`src/core/mch_pkg.sv`:
```
// Package: shared constants and carrier types for the multichannel front end
package mch_pkg;

  // Address range and broadcast value
  localparam logic [4:0] ADDR_MIN = 5'h01;
  localparam logic [4:0] ADDR_MAX = 5'h1e;
  localparam logic [4:0] ADDR_BCAST = 5'h00;
  localparam logic [4:0] ADDR_RESET = 5'h01;
  localparam int NUM_UNITS = 31;

  // Line framing bytes
  localparam logic [7:0] BYTE_CR = 8'h0d;
  localparam logic [7:0] BYTE_LF = 8'h0a;

  // Status byte field positions
  localparam int SB_ERRQ = 2;
  localparam int SB_QUES = 3;
  localparam int SB_MAV = 4;
  localparam int SB_ESB = 5;
  localparam int SB_MSS = 6;
  localparam int SB_OPER = 7;
  localparam logic [7:0] SRE_RESET = 8'h00;

  // Kind of addressing carried by a message header
  typedef enum logic [1:0] {
    ADR_NONE,
    ADR_SINGLE,
    ADR_LIST,
    ADR_ALL
  } addr_kind_t;

  // Parsed message header from the command parser
  typedef struct packed {
    addr_kind_t kind;
    logic [NUM_UNITS-1:0] unitMask;
    logic isSelect;
    logic [4:0] selectAddr;
  } msg_hdr_t;

  // Decision for one message
  typedef struct packed {
    logic execute;
    logic respond;
  } msg_verdict_t;

  // Summary inputs to the status byte
  typedef struct packed {
    logic errQueueNotEmpty;
    logic questionableSummary;
    logic outputDataAvailable;
    logic standardEventSummary;
    logic operationSummary;
  } status_src_t;

endpackage

```
`src/core/mch_front_end.sv`:
```
// Multichannel address filter, line framing and status byte front end
//
// Contract
// - Stored address limited to 1 through 30.
// - New address applies only on confirm.
// - Selected unit executes unaddressed messages.
// - Explicit address overrides current selection.
// - Select command moves selection between units.
// - Broadcast select clears every unit selection.
// - Single-addressed unit always answers.
// - Otherwise only selected unit answers.
// - Execute when own address is included.
// - Host-attached unit forwards messages to bus.
// - Bit 2 shows error queue non-empty.
// - Bit 3 shows questionable summary.
// - Bit 4 shows output data available.
// - Bit 5 shows standard event summary.
// - Bit 6 carries master summary flag.
// - Bit 7 shows operation summary.
// - Status query leaves status unchanged.
// - Master summary is masked OR, skip 6.
// - CR ends message, LF bytes dropped.
module mch_front_end
  import mch_pkg::*;
(
  input wire logic mclk,
  input wire logic rst_n,
  // Operator address entry
  input wire logic [4:0] addrEntry,
  input wire logic addrConfirm,
  output logic [4:0] unitAddress,
  // Received byte stream from the host interface
  input wire logic [7:0] rxByte,
  input wire logic rxValid,
  output logic [7:0] lineByte,
  output logic lineValid,
  output logic lineEnd,
  // Parsed header of the current message
  input wire logic hdrValid,
  input msg_hdr_t hdr,
  output logic execStrobe,
  output logic respondEnable,
  output logic selected,
  // Forwarding to the RS-485 bus
  input wire logic hostAttached,
  input wire logic fwdReady,
  output logic [7:0] fwdByte,
  output logic fwdValid,
  // Status sources and enable access
  input status_src_t statusSrc,
  input wire logic sreWrite,
  input wire logic [7:0] sreData,
  output logic [7:0] sreValue,
  input wire logic stbQuery,
  output logic [7:0] serviceSummaryByte,
  output logic masterSummaryFlag,
  output logic [7:0] stbReply,
  output logic stbReplyValid
);

  // Stored multichannel address
  logic [4:0] addr_r;
  // Selected state of this unit
  logic selected_r;
  // Verdict for current header
  msg_verdict_t verdict;
  // Own address bit within a unit mask
  logic ownInMask;
  // Framing outputs
  logic [7:0] lineByte_r;
  logic lineValid_r;
  logic lineEnd_r;
  // Forwarding outputs
  logic [7:0] fwdByte_r;
  logic fwdValid_r;
  // Verdict outputs
  logic execStrobe_r;
  logic respond_r;
  // Status reply outputs
  logic [7:0] stbReply_r;
  logic stbReplyValid_r;
  // Live status byte from submodule
  logic [7:0] liveByte;
  // Front panel entry, first synchroniser stage
  logic [4:0] entryMeta_r;
  // Front panel entry, second stage
  logic [4:0] entrySync_r;
  // Front panel entry, third stage
  logic [4:0] entryLate_r;
  // Settled entry once stages two and three agree
  logic [4:0] entryClean_r;
  // Confirm control, first stage
  logic confMeta_r;
  // Confirm control, second stage
  logic confSync_r;
  // Confirm control, third stage
  logic confLate_r;
  // Settled confirm level
  logic confClean_r;
  // Settled confirm one cycle back
  logic confPrev_r;
  // One-cycle commit pulse per confirm press
  logic commitPulse;
  // Settled entry lies within 1 through 30
  logic entryInRange;
  // Select command names the broadcast address
  logic selBroadcast;
  // Select command names this unit
  logic selOwn;

  // Front panel controls are asynchronous to mclk.
  // Three stages keep metastability off the address register,
  // and a value counts only when two stages agree.

  // Shift the address entry through three stages
  always_ff @(posedge mclk) begin
    if (!rst_n) begin
      entryMeta_r <= 5'h00;
      entrySync_r <= 5'h00;
      entryLate_r <= 5'h00;
    end else begin
      entryMeta_r <= addrEntry;
      entrySync_r <= entryMeta_r;
      entryLate_r <= entrySync_r;
    end
  end

  // Shift the confirm control through three stages
  always_ff @(posedge mclk) begin
    if (!rst_n) begin
      confMeta_r <= 1'b0;
      confSync_r <= 1'b0;
      confLate_r <= 1'b0;
    end else begin
      confMeta_r <= addrConfirm;
      confSync_r <= confMeta_r;
      confLate_r <= confSync_r;
    end
  end

  // Accept a new level only when stages two and three agree
  always_ff @(posedge mclk) begin
    if (!rst_n) begin
      entryClean_r <= 5'h00;
      confClean_r <= 1'b0;
      confPrev_r <= 1'b0;
    end else begin
      // Settled entry value
      if (entrySync_r == entryLate_r) begin
        entryClean_r <= entryLate_r;
      end
      // Settled confirm level
      if (confSync_r == confLate_r) begin
        confClean_r <= confLate_r;
      end
      // Previous level for press detection
      confPrev_r <= confClean_r;
    end
  end

  // Commit once per press; a held control does not repeat
  assign commitPulse = confClean_r && !confPrev_r;
  assign entryInRange = (entryClean_r >= ADDR_MIN) && (entryClean_r <= ADDR_MAX);

  // Decode of the select command target
  assign selBroadcast = (hdr.selectAddr == ADDR_BCAST);
  assign selOwn = (hdr.selectAddr == addr_r);

  // Address register: commit only in-range entries
  always_ff @(posedge mclk) begin
    if (!rst_n) begin
      addr_r <= ADDR_RESET;
    end else if (commitPulse) begin
      if (entryInRange) begin
        addr_r <= entryClean_r;
      end
    end
  end

  // Selection state follows select commands
  always_ff @(posedge mclk) begin
    if (!rst_n) begin
      selected_r <= 1'b0;
    end else if (hdrValid && hdr.isSelect) begin
      if (selBroadcast) begin
        selected_r <= 1'b0;
      end else begin
        selected_r <= selOwn;
      end
    end
  end

  // Own bit lookup in the unit mask
  assign ownInMask = hdr.unitMask[addr_r];

  // Execute and respond decision
  always_comb begin
    verdict.execute = 1'b0;
    verdict.respond = 1'b0;
    case (hdr.kind)
      ADR_NONE: begin
        verdict.execute = selected_r;
        verdict.respond = selected_r;
      end
      ADR_SINGLE: begin
        verdict.execute = ownInMask;
        verdict.respond = ownInMask;
      end
      ADR_LIST: begin
        verdict.execute = ownInMask;
        verdict.respond = selected_r;
      end
      ADR_ALL: begin
        verdict.execute = 1'b1;
        verdict.respond = selected_r;
      end
      default: begin
        verdict.execute = 1'b0;
        verdict.respond = 1'b0;
      end
    endcase
  end

  // Register verdict per header; respond level held until the next header
  always_ff @(posedge mclk) begin
    if (!rst_n) begin
      execStrobe_r <= 1'b0;
      respond_r <= 1'b0;
    end else begin
      execStrobe_r <= hdrValid && verdict.execute;
      if (hdrValid) begin
        respond_r <= verdict.respond;
      end
    end
  end

  // Line framing of received bytes
  always_ff @(posedge mclk) begin
    if (!rst_n) begin
      lineByte_r <= 8'h00;
      lineValid_r <= 1'b0;
      lineEnd_r <= 1'b0;
    end else begin
      lineValid_r <= 1'b0;
      lineEnd_r <= 1'b0;
      if (rxValid) begin
        if (rxByte == BYTE_CR) begin
          lineEnd_r <= 1'b1;
        end else if (rxByte != BYTE_LF) begin
          lineByte_r <= rxByte;
          lineValid_r <= 1'b1;
        end
      end
    end
  end

  // Forward received bytes to the serial bus
  always_ff @(posedge mclk) begin
    if (!rst_n) begin
      fwdByte_r <= 8'h00;
      fwdValid_r <= 1'b0;
    end else begin
      if (rxValid && hostAttached) begin
        fwdByte_r <= rxByte;
        fwdValid_r <= 1'b1;
      end else if (fwdReady) begin
        fwdValid_r <= 1'b0;
      end
    end
  end

  // Status byte assembly
  status_byte u_status (
    .mclk(mclk),
    .rst_n(rst_n),
    .src(statusSrc),
    .sreWrite(sreWrite),
    .sreData(sreData),
    .sreValue(sreValue),
    .serviceSummaryByte(liveByte),
    .masterSummaryFlag(masterSummaryFlag)
  );

  // Status query reply: a copy, no side effects
  always_ff @(posedge mclk) begin
    if (!rst_n) begin
      stbReply_r <= 8'h00;
      stbReplyValid_r <= 1'b0;
    end else begin
      stbReplyValid_r <= stbQuery;
      if (stbQuery) begin
        stbReply_r <= liveByte & 8'hfc;
      end
    end
  end

  // Output drives
  assign unitAddress = addr_r;
  assign selected = selected_r;
  assign execStrobe = execStrobe_r;
  assign respondEnable = respond_r;
  assign lineByte = lineByte_r;
  assign lineValid = lineValid_r;
  assign lineEnd = lineEnd_r;
  assign fwdByte = fwdByte_r;
  assign fwdValid = fwdValid_r;
  assign serviceSummaryByte = liveByte;
  assign stbReply = stbReply_r;
  assign stbReplyValid = stbReplyValid_r;

endmodule

```
`src/core/status_byte.sv`:
```
// Status byte assembly and master summary computation
module status_byte
  import mch_pkg::*;
(
  input wire logic mclk,
  input wire logic rst_n,
  input status_src_t src,
  input wire logic sreWrite,
  input wire logic [7:0] sreData,
  output logic [7:0] sreValue,
  output logic [7:0] serviceSummaryByte,
  output logic masterSummaryFlag
);

  // Service request enable register
  logic [7:0] sre_r;
  // Raw status bits without bit 6
  logic [7:0] rawByte;

  // Enable register write
  always_ff @(posedge mclk) begin
    if (!rst_n) begin
      sre_r <= SRE_RESET;
    end else if (sreWrite) begin
      sre_r <= sreData;
    end
  end

  // Assemble raw bits; low two bits tied to zero
  always_comb begin
    rawByte = 8'h00;
    rawByte[SB_ERRQ] = src.errQueueNotEmpty;
    rawByte[SB_QUES] = src.questionableSummary;
    rawByte[SB_MAV] = src.outputDataAvailable;
    rawByte[SB_ESB] = src.standardEventSummary;
    rawByte[SB_OPER] = src.operationSummary;
  end

  // Registered outputs; reads never disturb these
  always_ff @(posedge mclk) begin
    if (!rst_n) begin
      serviceSummaryByte <= 8'h00;
      masterSummaryFlag <= 1'b0;
    end else begin
      masterSummaryFlag <= |(rawByte & sre_r & 8'hbf);
      serviceSummaryByte <= rawByte | {1'b0, |(rawByte & sre_r & 8'hbf), 6'h00};
    end
  end

  assign sreValue = sre_r;

endmodule

```
`config.mk`:
```
export PLATFORM = sky130hd
export DESIGN_NAME = mch_front_end
export DESIGN_NICKNAME = d
export VERILOG_FILES = /design/src/core/mch_pkg.sv /design/src/core/mch_front_end.sv /design/src/core/status_byte.sv
export SDC_FILE = /design/constraint.sdc
export NUM_CORES = 1
export LEC_CHECK = 0
export BUFFER_PORTS_ARGS = -buffer_cell sky130_fd_sc_hd__buf_2
export CAP_MARGIN = 20
export CORE_MARGIN = 10
export CORE_UTILIZATION = 35
export DETAILED_ROUTE_END_ITERATION = 6
export GPL_TIMING_DRIVEN = 0
export SETUP_SLACK_MARGIN = 0.05
export SLEW_MARGIN = 25
export SYNTH_ARGS = -nofsm -noshare
export SYNTH_HDL_FRONTEND = slang
export SYNTH_SLANG_ARGS = --single-unit
```
`constraint.sdc`:
```
create_clock -name mclk -period 3.5 [get_ports mclk]
set_input_delay 0.525 -clock mclk [delete_from_list [all_inputs] [get_ports mclk]]
set_output_delay 0.525 -clock mclk [all_outputs]
set_load 0.05 [all_outputs]
```
==> summary.txt <==
Timing
  – Setup tns final: 0 ns
  – Worst-margin pin slew: ~0.54 ns
  – Fmax: approximately 550 MHz
  – Finish-stage setup viols: 0
  – Final hold viol count: 0
  – Fin crit share: approximately 52%
  – Max-slew violation count: 0
  – Clock skew: ~0.0093 ns
  – Slew headroom: a little under two thirds
  – Tmin final: ~1.8 ns
  – RSZ-0062 raised after global routing: false
  – WHS: roughly 0.38 ns

Place
  – Post-DP HPWL: approximately 6300 um
  – Routability cong.: a little under 0.9
  – Area of placed instances: between 3000 and 4000 um^2
  – Port Buffer Count: 117

Layout
  – FF/Latch Area: ~1500 um^2
  – Final design area excluding fillers: approximately 3800 um^2
  – Fraction of layout cells with a size suffix above 1: about a third
  – Layout area overhead: 30.6%
  – Diode count: 0
  – Fillers: 830
  – Multi-input gate area: ~1300 um^2
  – Final Util: roughly 47%
  – Nets@finish: between 400 and 500

Power
  – Leak Pwr: approximately 1.8 nW
  – Power per Cell Area: ~450 nW/um^2
  – Worst vdd ir: between 0.2 and 0.3 mV
  – Pwr Total: about 1.7 mW

Die
  – Die area: about 12000 um^2
  – Core area: around 8000 um^2
  – Rows: 33
  – Initial Util: 35.9%
  – Die Ht: approximately 110 um
  – Io pins: 127
  – Die X: 112 um

Clock tree
  – Reg clk slew, reported paths: 0.08 ns
  – TritonCTS clock tree: built
  – Root Driver: clkbuf_8
  – Clock buffer depth: 2
  – H-tree depth: 3
  – Post-CTS Setup Bufs: 0
  – CTS hold repair buffers: 0
  – Clock sinks: 73
  – CTS buffer count: 9
  – Worst skew pair latency: approximately 0.34 ns
  – Post_cts resized: 0

Synthesis
  – Netlist cell types: 47
  – Number of synthesized flops with an enable pin: 0
  – Mapped Area: between 2000 and 3000 um^2
  – Ys async rst share: 0%
  – Avg Inst Size Synth: approximately 10 um^2
  – Mapped Cells: a little under 300
  – Register area share after synthesis: 49.8%
  – Synth Flop Type: dfxtp_1
  – Yosys reg bits: 73
  – Ys Warns: 0

Critical path
  – Worst setup SP type: register
  – R2r worst-path depth: 7
  – Peak fanout along the critical path: 10
  – Arrival time worst endpoint: ~2.1 ns
  – Crit Path Class: register to register
  – CP Capture Type: register
  – CP required: roughly 3.8 ns

Routing
  – DR iter-0 viols: 80
  – Post-DR wirelength/cell: 14.6 um
  – Detailed Route WL: 7800 um
  – Drc violations: 0
  – Final ANT Viol Nets: 0
  – Via Count: 2476
  – Vias/cell: approximately 4.6
  – Drt pass-1 iters: 4

Global routing
  – Vias in the first global route: around 2700
  – Remaining global-route overflow: 0
  – Initial antenna violation count: 0
  – First-pass GRT wire length: around 13000 um
  – Gr usage total: 12.7%
  – Layer with the highest usage: met2
  – Met3 GRT Util: 7.19%
  – Met2 usage: between 10% and 20%
  – Largest net degree at the start of global routing: 13
  – GRT met1 Usage: 15.2%

Outcome
  – Status: completed

Min path
  – WHS Path Cells: 2
  – Min-Delay Path Class: input port to register

Run
  – Total of max-cap violations: 0
cell usage after synthesis, drive strengths merged (2+ instances only):
cell / number / area, um^2
a211oi: 2 / 15.0
xnor2: 7 / 61.3
nand4: 2 / 18.8
nand2: 22 / 82.6
and2: 25 / 156
nor2b: 2 / 12.5
o21ai: 2 / 13.8
mux2i: 40 / 400
a21oi: 17 / 85.1
mux4: 3 / 67.6
clkbuf: 8 / 33.8
nand3b: 3 / 22.5
nand3: 11 / 55.1
nor2: 32 / 120
nor3b: 2 / 15.0
xor2: 3 / 26.3
dfxtp: 73 / 1460
nand2b: 2 / 12.5
buf: 13 / 96.3
inv: 3 / 11.3
nor3: 4 / 25.0
path summary, 6_finish.rpt:
kind | from | endpoint | slack [ns]
hold reg to reg | entryMeta_r[1]$_SDFF_PN0_ | entrySync_r[1]$_SDFF_PN0_ | 0.43
setup reg to reg | unitAddress[1]$_SDFFE_PN0P_ | respondEnable$_SDFFE_PN0P_ | 1.68
hold / removal | addrEntry[0] | entryMeta_r[0]$_SDFF_PN0_ | 0.38
setup / recovery | unitAddress[1]$_SDFFE_PN0P_ | respondEnable$_SDFFE_PN0P_ | 1.68
flip-flops by register name, summed over array words and instances, names as in the netlist, 5 cells and up:
signal and flops:
entrySync_r 5, unitAddress 5, fwdByte 8, entryLate_r 5, u_status.sreValue 8, entryMeta_r 5, lineByte 8, stbReply 6
u_status.serviceSummaryByte 6, entryClean_r 5
cells in the final DEF (no fill, tap or decap), types with 2 or more instances in the layout:
cell type   count
nor3b_1         2
nand2b_1        2
nor2_1         32
clkinvlp_4      2
a211oi_1        2
inv_1           2
nor2b_1         2
a21oi_1        17
mux2i_1        40
xor2_1          3
mux4_2          3
dfxtp_1        73
buf_1           4
nand3_1        11
conb_1          4
clkbuf_1        8
nand2_1        22
nand3b_1        3
xnor2_1         7
buf_4           6
buf_2         118
clkbuf_8       10
and2_1         25
nor3_1          3
area by class of cell:
cell class              count  area share [%]
repair buffers            117            15.3
well taps                 105            3.43
clock buffers              11            3.69
inverters                   3           0.294
clock inverters             4           0.751
plain buffers              21            3.39
flip-flops and latches     73            38.1
multi-input cells         199            35.1
metrics by stage:
step | setup slack [ns] | std cells
3_3_place_gp | 1.42 | 518
6_report | 1.68 | 533
4_1_cts | 1.64 | 533
2_1_floorplan | 1.48 | 296
3_5_place_dp | 1.39 | 518
5_1_grt | 1.54 | 533
metal layers:
| layer | part of all wire (%) | vias to the layer above |
|---|---|---|
| met5 | 0 | - |
| li1 | - | 1253 |
| met1 | 46 | 1113 |
| met4 | 0.97 | 0 |
| met2 | 42 | 101 |
| met3 | 11 | 9 |
worst max-delay path, stage by stage, from the launching register on:
cell      delay [ns]
dfxtp_1         0.36
buf_6           0.18
buf_12          0.14
mux2i_1         0.09
mux4_2          0.49
nand3b_1        0.12
nand4_2         0.11
o32ai_2         0.25
power by group:
group          switching (mW)  internal, mW  leakage [nW]  total, mW
Combinational           0.183        0.0956          1.08      0.279
Clock                   0.302         0.274        0.0818      0.576
Sequential             0.0172         0.865         0.599      0.882
cell families (layout without fill, tap and decap cells):
| logic type | after synthesis | after routing | synth area share [%] |
|---|---|---|---|
| compound gates | 30 | 30 | 6.69 |
| simple gates | 111 | 111 | 19.3 |
| flops | 73 | 73 | 49.8 |
| mux | 44 | 44 | 16.3 |
| buf+inv | 24 | 156 | 4.82 |
| other cells | 1 | 4 | 0.128 |
| xor+xnor | 10 | 10 | 2.98 |
No activity file was read; power rests on OpenSTA's default activity.
